--- config.mk ---
export PLATFORM = sky130hd
export DESIGN_NAME = bpm_ctrl
export DESIGN_NICKNAME = d
export VERILOG_FILES = /design/src/bpm_pkg.sv /design/src/bpm_ctrl.sv
export SDC_FILE = /design/constraint.sdc
export NUM_CORES = 1
export LEC_CHECK = 0
export BUFFER_PORTS_ARGS = -buffer_cell sky130_fd_sc_hd__buf_2
export CELL_PAD_IN_SITES_DETAIL_PLACEMENT = 1
export CELL_PAD_IN_SITES_GLOBAL_PLACEMENT = 1
export CORE_ASPECT_RATIO = 2
export CORE_MARGIN = 2
export CORE_UTILIZATION = 42
export CTS_BUF_LIST = sky130_fd_sc_hd__clkbuf_8
export DETAILED_ROUTE_END_ITERATION = 7
export GPL_TIMING_DRIVEN = 0
export MAX_ROUTING_LAYER = met4
export PLACE_DENSITY_LB_ADDON = 0.1
export SLEW_MARGIN = 20
export SYNTH_ARGS = -nofsm -noshare
export SYNTH_HDL_FRONTEND = slang
export SYNTH_SLANG_ARGS = --single-unit
--- constraint.sdc ---
create_clock -name clk_i -period 5.6 [get_ports clk_i]
set_input_delay 0.28 -clock clk_i [delete_from_list [all_inputs] [get_ports clk_i]]
set_output_delay 0.28 -clock clk_i [all_outputs]
set_load 0.05 [all_outputs]
--- src/bpm_pkg.sv ---
// Purpose: shared constants and types for buck protection mode control
// Assumes: 25 MHz system clock, one switching cycle is many clocks
// Notes:   register map sits on a classic wishbone slave, word aligned
package bpm_pkg;
  localparam int CLK_KHZ           = 25000;
  localparam int CLK_NS            = 40;
  // times in their own units and derived clock counts
  localparam int SAMPLE_WIN_NS     = 30;
  localparam int SAMPLE_WIN_CYC    = (SAMPLE_WIN_NS / CLK_NS) < 1 ? 1 :
                                     (SAMPLE_WIN_NS / CLK_NS);
  localparam int SHORT_DLY_NS      = 40;
  localparam int SHORT_DLY_CYC     = (SHORT_DLY_NS / CLK_NS) < 1 ? 1 :
                                     (SHORT_DLY_NS / CLK_NS);
  localparam int HICCUP_US         = 20480;
  localparam int HICCUP_CYC        = HICCUP_US * (CLK_KHZ / 1000);
  localparam int SAMPLE_FRAC_SHIFT = 3;
  // thermal, degrees celsius
  localparam logic [7:0]  TEMP_TRIP    = 8'h91;
  localparam logic [7:0]  TEMP_HYST    = 8'h14;
  localparam logic [7:0]  TEMP_RESTART = TEMP_TRIP - TEMP_HYST;
  // feed-forward, millivolts
  localparam logic [15:0] FF_MIN_MV    = 16'h1838;
  localparam logic [15:0] RAMP_FIX_MV  = 16'h0384;
  localparam logic [4:0]  FF_NUM       = 5'h03;
  localparam logic [4:0]  FF_DEN       = 5'h14;
  // smart gate drive
  localparam logic [7:0]  ZC_LAST      = 8'hff;
  // sync loss timeout in clocks
  localparam logic [15:0] SYNC_LOSS    = 16'h0400;
  // limit select pin codes
  localparam logic [1:0]  OCSEL_GND    = 2'h0;
  localparam logic [1:0]  OCSEL_OPEN   = 2'h1;
  localparam logic [1:0]  OCSEL_HIGH   = 2'h2;
  // register map, byte addresses
  localparam logic [7:0]  REG_PERIOD   = 8'h00;
  localparam logic [7:0]  REG_LIMITS   = 8'h04;
  localparam logic [7:0]  REG_STATUS   = 8'h08;
  localparam logic [7:0]  REG_CURPER   = 8'h0c;
  localparam logic [15:0] PERIOD_RST   = 16'h002a;
  localparam logic [23:0] LIMITS_RST   = 24'h605040;
  localparam logic [15:0] PERIOD_MIN   = 16'h0010;

  typedef enum {ST_RUN, ST_HICCUP, ST_THERMAL} bpm_state_type;

  typedef struct packed {
    logic ldo_low;
    logic ff_en;
    logic sync_lock;
    logic thermal;
    logic oc_flag;
  } bpm_status_type;
endpackage

--- src/bpm_ctrl.sv ---
// Purpose: supervisory protection and mode control of a buck regulator
// Assumes: all inputs synchronous to clk_i; analog parts are inputs
// Notes:   rst_i stands for power-on-ready low
// Overview of operation
// - three-level pin picks one of three limits
// - sample current one eighth period before valley
// - short low-side pulse samples 40 ns in
// - sample above limit flags overcurrent
// - overcurrent latches flag, holds ramp at zero
// - after hiccup clear flag, start fresh ramp
// - hiccup retries repeat without limit
// - over temperature turns switches off, resets ramp
// - restart below trip minus 20 degrees
// - glide switching period toward external clock
// - sync lost glides back to free run
// - ramp is 0.15 rail, fixed below 6.2 V
// - zero-cross checked at low-side drive fall
// - 256 zero-cross cycles select low drive level
// - missing zero-cross clears count, selects high
// - every turn-on starts at high drive level
// - bias only, enable low holds low level
// - ramp starts at power ready, protection active
`timescale 1ns/100ps
module bpm_ctrl #(
  parameter int HICCUP_CYCLES = bpm_pkg::HICCUP_CYC
) (
  input  wire logic                    clk_i,
  input  wire logic                    rst_i,
  input  wire logic                    enable_i,
  input  wire logic [1:0]              oc_limit_select_i,
  input  wire logic [7:0]              isense_i,
  input  wire logic                    low_side_drive_i,
  input  wire logic                    zero_cross_i,
  input  wire logic [7:0]              temp_i,
  input  wire logic                    freq_set_sync_input_i,
  input  wire logic [15:0]             power_input_rail_mv_i,
  input  wire logic [7:0]              wb_adr_i,
  input  wire logic [31:0]             wb_dat_i,
  input  wire logic [3:0]              wb_sel_i,
  input  wire logic                    wb_we_i,
  input  wire logic                    wb_cyc_i,
  input  wire logic                    wb_stb_i,
  output logic [31:0]                  wb_dat_o,
  output logic                         wb_ack_o,
  output logic                         cycle_start_o,
  output logic                         switches_off_o,
  output logic                         ss_hold_o,
  output logic [15:0]                  ramp_mv_o,
  output logic                         gate_drive_regulator_low_o,
  output bpm_pkg::bpm_status_type      status_o
);
  import bpm_pkg::*;

  bpm_state_type  state_reg;
  logic [31:0]    hic_cnt_reg;
  logic           oc_flag_reg;
  logic [15:0]    int_period_reg;
  logic [23:0]    limits_reg;
  logic [15:0]    cur_period_reg;
  logic [15:0]    per_cnt_reg;
  logic [15:0]    ls_cnt_reg;
  logic [15:0]    ls_len_reg;
  logic           ls_prev_reg;
  logic           sync_prev_reg;
  logic [15:0]    ext_cnt_reg;
  logic [15:0]    ext_period_reg;
  logic           sync_lock_reg;
  logic [7:0]     zc_cnt_reg;
  logic           ldo_low_reg;
  logic           en_prev_reg;
  logic [15:0]    ramp_reg;
  logic           ack_reg;
  logic [31:0]    rdata_reg;
  logic [7:0]     limit_sel;
  logic [15:0]    eighth;
  logic           sample_now;
  logic           oc_event;
  logic           ls_fall;
  logic           sync_rise;
  logic           hot;
  logic [15:0]    target_period;
  logic           wb_req;
  logic [20:0]    ff_prod;

  // three-level pin decode; an illegal code falls back to the ground limit, limits_reg[7:0]
  always_comb begin
    unique case (oc_limit_select_i)
      OCSEL_OPEN: limit_sel = limits_reg[15:8];
      OCSEL_HIGH: limit_sel = limits_reg[23:16];
      default:    limit_sel = limits_reg[7:0];
    endcase
  end

  // sample point from last cycle's low-side length, one cycle late by design
  assign eighth = cur_period_reg >> SAMPLE_FRAC_SHIFT;
  always_comb begin
    if (ls_len_reg >= eighth) begin
      sample_now = low_side_drive_i &&
                   (ls_cnt_reg == ls_len_reg - eighth);
    end else begin
      sample_now = low_side_drive_i &&
                   (ls_cnt_reg == 16'(SHORT_DLY_CYC));
    end
  end
  // window shorter than a clock: a single sample
  assign oc_event = sample_now && (isense_i > limit_sel);
  assign hot      = temp_i >= TEMP_TRIP;
  assign ls_fall  = ls_prev_reg && !low_side_drive_i;
  assign sync_rise = freq_set_sync_input_i && !sync_prev_reg;

  always_ff @(posedge clk_i) begin
    if (rst_i) begin
      ls_prev_reg <= 1'b0;
      ls_cnt_reg  <= 16'h0000;
      ls_len_reg  <= 16'h0000;
    end else begin
      ls_prev_reg <= low_side_drive_i;
      if (low_side_drive_i) begin
        ls_cnt_reg <= ls_cnt_reg + 16'h0001;
      end else begin
        ls_cnt_reg <= 16'h0000;
      end
      if (ls_fall) begin
        ls_len_reg <= ls_cnt_reg;
      end
    end
  end

  // protection state; reset is power-on-ready low, so ramp starts on release
  always_ff @(posedge clk_i) begin
    if (rst_i) begin
      state_reg   <= ST_RUN;
      hic_cnt_reg <= 32'h0000_0000;
      oc_flag_reg <= 1'b0;
    end else begin
      unique case (state_reg)
        ST_RUN: begin
          if (hot) begin
            state_reg   <= ST_THERMAL;
            hic_cnt_reg <= 32'h0000_0000;
          end else if (oc_event) begin
            state_reg   <= ST_HICCUP;
            oc_flag_reg <= 1'b1;
            hic_cnt_reg <= 32'h0000_0000;
          end
        end
        ST_HICCUP: begin
          if (hot) begin
            state_reg   <= ST_THERMAL;
            hic_cnt_reg <= 32'h0000_0000;
          end else if (hic_cnt_reg == 32'(HICCUP_CYCLES - 1)) begin
            state_reg   <= ST_RUN;
            oc_flag_reg <= 1'b0;
          end else begin
            hic_cnt_reg <= hic_cnt_reg + 32'h0000_0001;
          end
        end
        ST_THERMAL: begin
          hic_cnt_reg <= 32'h0000_0000;
          oc_flag_reg <= 1'b0;
          if (temp_i < TEMP_RESTART) begin
            state_reg <= ST_RUN;
          end
        end
      endcase
    end
  end

  assign switches_off_o = (state_reg == ST_THERMAL);
  assign ss_hold_o      = (state_reg != ST_RUN);

  // external clock watch: period between rising edges, loss by timeout
  always_ff @(posedge clk_i) begin
    if (rst_i) begin
      sync_prev_reg  <= 1'b0;
      ext_cnt_reg    <= 16'h0000;
      ext_period_reg <= PERIOD_RST;
      sync_lock_reg  <= 1'b0;
    end else begin
      sync_prev_reg <= freq_set_sync_input_i;
      if (sync_rise) begin
        ext_cnt_reg <= 16'h0001;
        if (ext_cnt_reg >= PERIOD_MIN && ext_cnt_reg < SYNC_LOSS) begin
          ext_period_reg <= ext_cnt_reg;
          sync_lock_reg  <= 1'b1;
        end
      end else if (ext_cnt_reg >= SYNC_LOSS) begin
        sync_lock_reg <= 1'b0;
      end else begin
        ext_cnt_reg <= ext_cnt_reg + 16'h0001;
      end
    end
  end

  assign target_period = sync_lock_reg ? ext_period_reg : int_period_reg;

  // one clock of period change per switching cycle keeps the loop calm
  always_ff @(posedge clk_i) begin
    if (rst_i) begin
      per_cnt_reg    <= 16'h0000;
      cur_period_reg <= PERIOD_RST;
    end else if (per_cnt_reg >= cur_period_reg - 16'h0001) begin
      per_cnt_reg <= 16'h0000;
      if (cur_period_reg < target_period) begin
        cur_period_reg <= cur_period_reg + 16'h0001;
      end else if (cur_period_reg > target_period) begin
        cur_period_reg <= cur_period_reg - 16'h0001;
      end
    end else begin
      per_cnt_reg <= per_cnt_reg + 16'h0001;
    end
  end
  assign cycle_start_o = (per_cnt_reg == 16'h0000);

  // feed-forward ramp amplitude
  assign ff_prod = 21'(power_input_rail_mv_i) * 21'(FF_NUM);
  always_ff @(posedge clk_i) begin
    if (rst_i) begin
      ramp_reg <= RAMP_FIX_MV;
    end else if (power_input_rail_mv_i < FF_MIN_MV) begin
      ramp_reg <= RAMP_FIX_MV;
    end else begin
      ramp_reg <= 16'(ff_prod / 21'(FF_DEN));
    end
  end
  assign ramp_mv_o = ramp_reg;

  // smart gate-drive level
  always_ff @(posedge clk_i) begin
    if (rst_i) begin
      en_prev_reg <= 1'b0;
      zc_cnt_reg  <= 8'h00;
      ldo_low_reg <= 1'b1;
    end else begin
      en_prev_reg <= enable_i;
      if (!enable_i) begin
        ldo_low_reg <= 1'b1;
        zc_cnt_reg  <= 8'h00;
      end else if (!en_prev_reg) begin
        ldo_low_reg <= 1'b0;
        zc_cnt_reg  <= 8'h00;
      end else if (ls_fall) begin
        if (!zero_cross_i) begin
          zc_cnt_reg  <= 8'h00;
          ldo_low_reg <= 1'b0;
        end else if (zc_cnt_reg == ZC_LAST) begin
          ldo_low_reg <= 1'b1;
        end else begin
          zc_cnt_reg <= zc_cnt_reg + 8'h01;
        end
      end
    end
  end
  assign gate_drive_regulator_low_o = ldo_low_reg;

  assign status_o.ldo_low   = ldo_low_reg;
  assign status_o.ff_en     = ramp_reg != RAMP_FIX_MV ||
                              power_input_rail_mv_i >= FF_MIN_MV;
  assign status_o.sync_lock = sync_lock_reg;
  assign status_o.thermal   = switches_off_o;
  assign status_o.oc_flag   = oc_flag_reg;

  // ack one clock after strobe, writes land on the ack edge; unmapped read 0
  assign wb_req = wb_cyc_i && wb_stb_i && !ack_reg;
  always_ff @(posedge clk_i) begin
    if (rst_i) begin
      ack_reg   <= 1'b0;
      rdata_reg <= 32'h0000_0000;
    end else begin
      ack_reg <= wb_req;
      if (wb_req && !wb_we_i) begin
        unique case (wb_adr_i)
          REG_PERIOD: rdata_reg <= {16'h0000, int_period_reg};
          REG_LIMITS: rdata_reg <= {8'h00, limits_reg};
          REG_STATUS: rdata_reg <= {27'h0000000, status_o};
          REG_CURPER: rdata_reg <= {16'h0000, cur_period_reg};
          default:    rdata_reg <= 32'h0000_0000;
        endcase
      end
    end
  end
  assign wb_ack_o = ack_reg;
  assign wb_dat_o = rdata_reg;

  always_ff @(posedge clk_i) begin
    if (rst_i) begin
      int_period_reg <= PERIOD_RST;
      limits_reg     <= LIMITS_RST;
    end else if (wb_cyc_i && wb_stb_i && wb_we_i && ack_reg) begin
      if (wb_adr_i == REG_PERIOD) begin
        if (wb_sel_i[0]) int_period_reg[7:0]  <= wb_dat_i[7:0];
        if (wb_sel_i[1]) int_period_reg[15:8] <= wb_dat_i[15:8];
      end
      if (wb_adr_i == REG_LIMITS) begin
        if (wb_sel_i[0]) limits_reg[7:0]   <= wb_dat_i[7:0];
        if (wb_sel_i[1]) limits_reg[15:8]  <= wb_dat_i[15:8];
        if (wb_sel_i[2]) limits_reg[23:16] <= wb_dat_i[23:16];
      end
    end
  end

  // checks
  chk_limit_decode: assert property (@(posedge clk_i) disable iff (rst_i)
    oc_limit_select_i == OCSEL_HIGH |-> limit_sel == limits_reg[23:16])
    else $error("limit select decode wrong");
  chk_oc_hiccup: assert property (@(posedge clk_i) disable iff (rst_i)
    state_reg == ST_RUN && oc_event && !hot
    |=> state_reg == ST_HICCUP && oc_flag_reg && ss_hold_o)
    else $error("overcurrent did not start hiccup");
  chk_hiccup_end: assert property (@(posedge clk_i) disable iff (rst_i)
    state_reg == ST_HICCUP && !hot &&
    hic_cnt_reg == 32'(HICCUP_CYCLES - 1)
    |=> state_reg == ST_RUN && !oc_flag_reg && !ss_hold_o)
    else $error("hiccup did not end on time");
  chk_hiccup_count: assert property (@(posedge clk_i) disable iff (rst_i)
    state_reg == ST_HICCUP && !hot && $past(state_reg) == ST_RUN
    |-> hic_cnt_reg == 32'h0000_0000)
    else $error("hiccup timer not cleared at entry");
  chk_thermal_off: assert property (@(posedge clk_i) disable iff (rst_i)
    hot |=> switches_off_o && ss_hold_o && hic_cnt_reg == 32'h0000_0000)
    else $error("over temperature left switches on");
  chk_thermal_hyst: assert property (@(posedge clk_i) disable iff (rst_i)
    state_reg == ST_THERMAL && temp_i >= TEMP_RESTART
    |=> state_reg == ST_THERMAL)
    else $error("thermal restart ignored hysteresis");
  chk_period_glide: assert property (@(posedge clk_i) disable iff (rst_i)
    ##1 (cur_period_reg == $past(cur_period_reg) ||
    cur_period_reg == $past(cur_period_reg) + 16'h0001 ||
    cur_period_reg == $past(cur_period_reg) - 16'h0001))
    else $error("switching period jumped");
  chk_ff_fixed: assert property (@(posedge clk_i) disable iff (rst_i)
    power_input_rail_mv_i < FF_MIN_MV |=> ramp_mv_o == RAMP_FIX_MV)
    else $error("ramp not fixed at low rail");
  chk_zc_low: assert property (@(posedge clk_i) disable iff (rst_i)
    enable_i && en_prev_reg && ls_fall && zero_cross_i &&
    zc_cnt_reg == ZC_LAST |=> gate_drive_regulator_low_o)
    else $error("low drive not selected after full count");
  chk_zc_high: assert property (@(posedge clk_i) disable iff (rst_i)
    enable_i && en_prev_reg && ls_fall && !zero_cross_i
    |=> !gate_drive_regulator_low_o && zc_cnt_reg == 8'h00)
    else $error("missing zero cross kept low drive");
  chk_turn_on_high: assert property (@(posedge clk_i) disable iff (rst_i)
    $rose(enable_i) |=> ##1 !gate_drive_regulator_low_o)
    else $error("turn-on did not start at high drive");
  chk_bias_low: assert property (@(posedge clk_i) disable iff (rst_i)
    !enable_i |=> gate_drive_regulator_low_o)
    else $error("bias only did not hold low drive");

  cov_hiccup_retry: cover property (@(posedge clk_i) disable iff (rst_i)
    state_reg == ST_HICCUP ##1 state_reg == ST_RUN);
  cov_thermal_exit: cover property (@(posedge clk_i) disable iff (rst_i)
    state_reg == ST_THERMAL ##1 state_reg == ST_RUN);
  cov_sync_lock: cover property (@(posedge clk_i) disable iff (rst_i)
    $rose(sync_lock_reg));
  cov_ldo_low: cover property (@(posedge clk_i) disable iff (rst_i)
    enable_i && $rose(gate_drive_regulator_low_o));
endmodule

# Word-level counts from Yosys, hierarchy flattened
# Cells that the tools add are included.
# W data, S select, Z words.
word_totals:
  regBits: 263
  latch_bits: 0
  mem_bits_rw: 0
  mem_bits_ro: 0
  inputBits: 87
  mem_count: 0
classes:
  add_sub_neg: 8
  multipliers: 1
  n_div: 1
  n_lt_le_gt_ge: 12
  eq_ne: 26
  shifts: 0
  muxes: 33
  bitwise: 3
  n_reduce_logical: 41
op_table:
  columns: ["cell", "n"]
  rows:
  - ["$mux W32", 9]
  - ["$pmux W32 S3", 2]
  - ["$pmux W24 S4", 1]
  - ["$add A16 B1 Y16 const B", 4]
  - ["$mux W16", 3]
  - ["$add A32 B1 Y32 const B", 1]
  - ["$eq A32 B1 Y1 const B", 1]
  - ["$eq A32 B19 Y1 const B", 1]
  - ["$eq A32 B2 Y1 const B", 1]
  - ["$eq A32 B3 Y1 const B", 1]
  - ["$logic_not A32 Y1", 1]
  - ["$reduce_bool A32 Y1", 1]
  - ["$div A18 B5 Y21 const B", 1]
  - ["$mul A16 B2 Y18 const B", 1]
  - ["$reduce_and A3 Y1", 6]
  - ["$eq A16 B1 Y1 const B", 1]
  - ["$eq A16 B16 Y1", 1]
  - ["$eq A8 B4 Y1 const B", 2]
  - ["$ge A16 B11 Y1 const B", 1]
  - ["$ge A16 B13 Y1", 1]
  - ["$ge A16 B13 Y1 const B", 1]
  - ["$ge A16 B16 Y1", 1]
  - ["$ge A16 B5 Y1 const B", 1]
  - ["$gt A16 B16 Y1", 1]
  - ["other kinds (33)", 81]

# Logic depth before layout (Yosys ltp)
# Gate-level depths: netlist of the first run.
depth:
  ltp_word: 8
  mapped_depth: 27

# Worst setup path after synthesis of the first run
# Ideal clock, no wire load.
synth_timing:
  path_kind: "input to register"
  startpoint: "input power_input_rail_mv_i[0]"
  endpoint: "register ramp_reg[0], in the netlist ramp_mv_o[0]"
  arrival_time_ps: 5537
  setup_slack_ps: -28
  cell_stages: 25
  n_path_buf: 3
  cell_sequence: "ha_1 fa_1 nand2b_1 a21oi_2 o21ba_1 buf_6 o41a_4 nor3_1 o211ai_1 o2bb2ai_2 or2_1 buf_2 nor4_1 or3_1 and3_1 a211o_1 or2_1 buf_6 or3_4 a21oi_4 nor2_2 a31o_1 or3_4 o21a_1 nor4bb_1"
synth_via:
  elab_chain_len: 2
synth_lines:
  columns: ["element", "line_no", "source"]
  rows:
  - ["start, declared", "bpm_ctrl.sv:36", "input wire logic [15:0] power_input_rail_mv_i,"]
  - ["$mul A16 B2 Y18 / $lt A16 B13 Y1 (equally long branches)", "bpm_ctrl.sv:216, bpm_ctrl.sv:220", null]
  - ["$div A18 B5 Y21 / $reduce_or A2 Y1 (equally long branches)", null, null]
  - ["end signal, assigned", "bpm_ctrl.sv:223", "ramp_reg <= 16'(ff_prod / 21'(FF_DEN));"]
  - ["end, declared", "bpm_ctrl.sv:71", "logic [15:0] ramp_reg;"]
# Parallel ways exist; a longest one is shown, timed or not.
# A chain may end at the register's enable or synchronous reset.

# Worst setup path after layout of the first run
layout_timing:
  startpoint: "input power_input_rail_mv_i[5]"
  endpoint: "register ramp_reg[0], in the netlist ramp_mv_o[0]"
# The elaborated chain is that of the path after synthesis.

==> results.txt, run 1 <==
Result of the run -> complete, but fails checks
Failing checks -> negative setup slack
Combinational share of power -> 52.3%
Syn Area/Cell -> 8.071 sq um
Largest net degree at the start of global routing -> 11
Die width -> 139.0 um
Die height -> 274.0 um
Slew at the pin with the worst max-slew slack -> 1089 ps
Fin. max-slew vios -> 0
Cell Int Power -> 3.801 mW
IO Pins -> 145
Sequential area share after synthesis -> 29.17%
CTS clk-pin slew, worst paths -> 70 ps
Drt wl/cell -> 22.25 um
Tcrit/Tclk final -> 103.8%
H-tree depth -> 2
Critical-path maximum fanout -> 6
CP max stage delay -> 420 ps
Fillers -> 4334
Clock share of power -> 22.2%
CTS buffer count -> 37
Die ar. -> 38070 sq um
Register share of total power -> 25.5%
Dominant cells by area after synthesis -> dfxtp_1 29%, ha_1 7.6%, nor2_1 5.1%, mux2i_1 5.0%, nand2_1 4.0%
Maximum vdd drop -> 429.8 uV
Port bufs -> 123
Fraction of the mapped netlist area in simple logic gates -> 23.93%
Clk sinks -> 223
Yosys top cell area share -> 29.17%
DP Area -> 16520 sq um
Number of global-route vias before repair -> 17123
Synth unique cells -> 107
Post-route ant nets -> 0
Synth area leader -> dfxtp_1
Worst-skew pair later-pin latency -> 560 ps
Routed Wire Length -> 58.86 mm
Vias per std cell -> 6.025
Max reg flops -> 32
Endpoints failing setup -> 1
Fraction of layout instances using a drive strength above 1 -> 22.24%
DR pass1 iterations -> 4
Post-Synth Adder-Cell Area -> 7.931%
Area Growth Syn to Fin -> 25.62%
Row count -> 98
Cell area power density -> 341.6 nW/um^2
Max clock buf depth -> 3
Synth Warn # -> 0
Vias -> 15943
Commonest non-fill, non-tap cells in the layout -> 222 x dfxtp_1, 202 x nor2_1, 162 x nand2_1, 123 x buf_2, 98 x a21oi_1
Multiplexer share of the synthesized area -> 6.001%
Leakage power total -> 7.994 nW
RSZ-0062 raised after global routing -> true
Synth Area in XOR/XNOR -> 6.786%
Hold crit path type -> primary input to flip-flop
Commonest non-fill, non-tap cell in the layout -> dfxtp_1
Post-synth ARST share -> 0%
Core area -> 35800 sq um
Critical path arrival -> 6270 ps
First-pass GRT wire length -> 90.79 mm
PnR Total Power -> 6.566 mW
CTS tree -> built
Initial antenna violation count -> 2
Max Cap Violations -> 0
DP Worst Slack -> -1503 ps
Slew HR -> 26.88%
Final Cell Area -> 19220 sq um
Clock skew -> 20.96 ps
Starting Density -> 42.74%
Fin crit period -> 5813 ps
Mapped Cells -> 1896
Buf+Inv Stages, Crit Path -> 9
Setup ws final -> -212.7 ps
Max stage delay cell, worst path -> o31a_4
Hpwl dp -> 44.60 mm
Net Sw Power -> 2.765 mW
GRT Util Overall -> 30.64%
Synth Cell Area -> 15300 sq um
CP startpoint kind -> primary input
EDFF count, synth -> 0
CP required -> 6060 ps
Largest family of logic cells by synthesized area -> simple AND/OR/NAND/NOR gates
CP Class -> primary input to flip-flop
Detailed-route DRC error count -> 0
GP Congestion -> 0.9375
Clock Root Buffer -> clkbuf_8
Compound-cell area share of the yosys netlist -> 20.87%
Drt initial violations -> 548
CP top delay family -> compound AO/OA/AOI/OAI gates
Remaining Overflow, GRT -> 0
Synth Register Bits -> 223
Worst Setup End Kind -> flip-flop
# nets final -> 2352
Fin. Hold Viols -> 0
Sw frac -> 42.12%
Ys flop type -> dfxtp_1
Hold_ws -> 60.17 ps
Fmax -> 172.0 MHz
[kinds of logic after synthesis]
| family | count (synthesis) |
|---|---|
| muxes | 85 |
| other | 1 |
| and+or+nand+nor | 733 |
| adders and majority gates | 96 |
| AOI/OAI and AO/OA | 461 |
| buffers and inverters | 180 |
| xor gates and xnor gates | 117 |
| DFF | 223 |
[per-layer routing]
metal | vias to the layer above | GRT usage (%) | part of all wire (%)
met2 | 432 | 61.78 | 57
met4 | 0 | 20.18 | 7.6
met1 | 7878 | 26.12 | 33
met3 | 226 | 2.847 | 2.8
li1 | 7407 | - | -
met5 | - | - | 0
[power by group through the flow]
stage | clock (mW) | combinational, mW | sequential [mW]
floorplan | 0 | 1.57 | 1.79
global placement | 0 | 2.26 | 1.71
detailed placement | 0 | 2.30 | 1.71
CTS | 1.50 | 3.04 | 1.67
global route | 1.56 | 3.63 | 1.68
finish | 1.46 | 3.44 | 1.67
[metrics by stage]
step	utilization, %	setup TNS, ps	cells
final	53.69	-212.7	2646
after global routing	53.69	-406.4	2646
after CTS	51.93	-57.50	2620
after detailed placement	46.14	-41050	2478
after global placement	46.14	-34000	2478
after floorplan	-	0	1905
[Yosys cell counts, drive strengths merged (5+ instances only)]
library cell and n:
a31oi 14, inv 69, o21a 7, clkbuf 65, nor2b 19, nand2 168, xnor2 50, o22ai 8
nor2 211, o32ai 8, a22oi 34, nand4 53, xor2 66, mux2i 76, a21oi 118, nand2b 17
o2111ai 6, or2 11, o31ai 8, nand3 61, or3b 5, nor3 39, o211ai 17, dfxtp 223
a22o 6, or4 10, a211o 19, or3 24, a21o 32, nor4 20, and3 47, ha 93
a41o 8, and2 27, o21ai 101, buf 45, mux4 5, o311ai 5, a211oi 17
[area by class of cell]
| type | count | area [sq um] | share of cell area, % |
|---|---|---|---|
| Inverter | 70 | 266.5 | 1.386 |
| Clock buffer | 45 | 619.3 | 3.222 |
| Buffer | 106 | 580.6 | 3.020 |
| Sequential cell | 223 | 4468 | 23.24 |
| Antenna cell | 2 | 5.005 | 0.02603 |
| Multi-Input combinational cell | 1503 | 11100 | 57.74 |
| Tap cell | 450 | 563.0 | 2.929 |
| Clock inverter | 18 | 88.84 | 0.4621 |
| Timing Repair Buffer | 229 | 1533 | 7.973 |
[worst paths after layout]
check	from	to	slack, ps	cells after the start
min	enable_i	en_prev_reg	60	2
max reg2reg	cur_period_reg[0]	cur_period_reg[12]	260	22
min reg2reg	ext_cnt_reg[13]	ext_cnt_reg[13]	460	1
max	power_input_rail_mv_i[5]	ramp_mv_o[0]	-210	30
[repair_timing]
action / CTS / global route
endpoints found under the hold margin: 34 / 0
buffers inserted: 53 / 26
cloned: 2 / 1
resized for setup: 143 / 97
setup endpoints to repair: 50 / 45
pin swaps: 57 / 54
hold buffers: 25 / 0
Note: power is estimated with default switching activity, not from simulation.
==> run 2: changes to the inputs <==
--- a/config.mk
+++ b/config.mk
@@ -15,7 +15,7 @@
 export DETAILED_ROUTE_END_ITERATION = 7
 export GPL_TIMING_DRIVEN = 0
 export MAX_ROUTING_LAYER = met4
-export PLACE_DENSITY_LB_ADDON = 0.1
+export PLACE_DENSITY_LB_ADDON = 0.2
 export SLEW_MARGIN = 20
 export SYNTH_ARGS = -nofsm -noshare
 export SYNTH_HDL_FRONTEND = slang
==> run 2 against run 1 <==
- the run still ends with negative setup slack left
- global-route usage rose by 1.4 points
- non-clock buffer count rose by 41
- die area did not move
- largest cell class unchanged
- register-to-register slack got worse by 40 ps
- maximum frequency fell by 1.9%
- combinational power rose by 17%
- hold slack got worse by 5.0 ps
- design area rose by 3.9%
- largest power group unchanged
- utilization rose by 2.1 points
==> results.txt, run 2 (synthesis gave the netlist of run 1 again) <==
Hold crit path type -> primary input to flip-flop
Clk sinks -> 223 (unchanged)
Slew HR -> 18.21% (-8.7 points)
R2r startpoint -> cur_period_reg[3]
Clock Root Buffer -> clkbuf_8
IO Pins -> 145 (unchanged)
CP Class -> primary input to flip-flop
Max reg flops -> 32 (unchanged)
CP max stage delay -> 380 ps (-40 ps)
First-pass GRT wire length -> 93.84 mm (+3.4%)
Fraction of layout instances using a drive strength above 1 -> 25.13% (+2.9 points)
Worst Setup SP -> power_input_rail_mv_i[12]
Die width -> 139.0 um (unchanged)
Final std cells w/o fill -> 2691 (+1.7%)
Row count -> 98 (unchanged)
# nets final -> 2394 (+1.8%)
Detailed-route DRC error count -> 0 (unchanged)
Drt wl/cell -> 23.55 um (+5.9%)
Vias per std cell -> 6.033 (+0.12%)
Result of the run -> complete, but fails checks
GP Congestion -> 0.9941 (+6.0%)
Maximum vdd drop -> 436.6 uV (+1.6%)
Most frequent CP cell -> buf_6
Critical-path maximum fanout -> 8 (+2)
Worst Setup End Kind -> flip-flop
Commonest non-fill, non-tap cells in the layout -> 220 x dfxtp_1, 201 x nor2_1, 161 x nand2_1, 127 x buf_4, 120 x buf_2
CP required -> 6060 ps (about the same)
Starting Density -> 42.74% (unchanged)
DR pass1 iterations -> 7 (+3)
Tcrit/Tclk final -> 105.8% (+2.0 points)
Hold_ws -> 55.21 ps (-4.957 ps)
Max stage delay cell, worst path -> a211o_1
Remaining Overflow, GRT -> 0 (unchanged)
Endpoints failing setup -> 2 (+1)
Fmax -> 168.7 MHz (-1.9%)
Min-Delay Startpoint -> enable_i
CTS tree -> built
Drt initial violations -> 651 (+19%)
Area Growth Syn to Fin -> 30.47%
Placed cells -> 2478 (unchanged)
Clock skew -> 34.90 ps (+13.94 ps)
Max clock buf depth -> 3 (unchanged)
Failing checks -> negative setup slack
Die ar. -> 38070 sq um (unchanged)
Die height -> 274.0 um (unchanged)
Vias -> 16234 (+1.8%)
Fin crit period -> 5926 ps (+113.3 ps)
Critical path arrival -> 6390 ps (+120 ps)
Number of global-route vias before repair -> 17444 (+1.9%)
Slew at the pin with the worst max-slew slack -> 1218 ps (+129.0 ps)
CTS clk-pin slew, worst paths -> 60 ps (about the same)
H-tree depth -> 2 (unchanged)
Setup ws final -> -326.0 ps (-113.3 ps)
CP startpoint kind -> primary input
Routed Wire Length -> 63.38 mm (+7.7%)
Max Cap Violations -> 0 (unchanged)
Post-route ant nets -> 0 (unchanged)
Largest net degree at the start of global routing -> 19 (+8)
GRT Util Overall -> 32.04% (+1.4 points)
CTS buffer count -> 38 (+2.7%)
Port bufs -> 123 (unchanged)
Commonest non-fill, non-tap cell in the layout -> dfxtp_1
Fillers -> 4327 (-0.16%)
Core area -> 35800 sq um (unchanged)
RSZ-0062 raised after global routing -> true
Worst-skew pair later-pin latency -> 580 ps (+20 ps)
Hpwl dp -> 46.11 mm (+3.4%)
Fin. Hold Viols -> 0 (unchanged)
Initial antenna violation count -> 2 (unchanged)
Fin. max-slew vios -> 0 (unchanged)
Cell area power density -> 374.5 nW/um^2 (+9.6%)
Leakage power total -> 8.313 nW (+4.0%)
run 2: worst paths after layout:
check | cells after the start | slack (ps) | end
max reg2reg | 25 | 220 | hic_cnt_reg[31]
min reg2reg | 1 | 450 | ext_cnt_reg[13]
min | 2 | 60 | en_prev_reg
max | 29 | -330 | ramp_mv_o[0]
run 2: power breakdown:
group / total, mW / leakage (nW) / switching (mW) / internal [mW]
combinational: 4.04 / 6.03 / 2.30 / 1.74
sequential: 1.68 / 1.80 / 0.0452 / 1.63
clock: 1.76 / 0.480 / 0.757 / 1.00
run 2: worst max-delay path, delay by kind of cell:
family,cells,cell delay [ps]
buffers and inverters,8,1310
multiplexers,1,200
AO/OA/AOI/OAI,10,2560
adder cells (fa/ha/maj),1,270
AND/OR/NAND/NOR,9,1770
run 2: metrics by stage:
stage               power, mW  utilization, %  setup slack, ps  TNS [ps]  area, sq um
global route            7.715           55.77           -444.2    -937.1        19970
floorplan               3.365               -            35.72         0        15340
CTS                     6.742           53.12           -91.96    -91.96        19020
global placement        3.952           46.14            -1504    -21630        16520
finish                  7.477           55.77           -326.0    -435.5        19970
detailed placement      4.006           46.14            -1698    -30900        16520
run 2: what timing repair did:
action,4_1_cts,5_1_grt
pin swaps,71,87
setup buffers,64,55
hold endpoints to repair,32,0
cloned,3,1
resized for setup,174,118
hold buffers,25,0
endpoints found under the setup margin,52,42
run 2: area by class of cell:
type,instances,area (sq um),share of cell area (%)
antenna,1,2.502,0.01253
inverter,70,262.8,1.316
buffer,106,614.3,3.077
sequential,223,4471,22.39
tap,450,563.0,2.820
clock inverter,21,241.5,1.209
multi-input combinational,1503,11300,56.61
clock buffer,47,646.9,3.240
timing repair buffer,270,1862,9.325
run 2: layer usage:
layer  part of all wire (%)  GRT usage, %
met1                     30         25.19
met2                     57         64.75
met3                    2.8         3.283
met4                    9.7         25.52
met5                      0             -
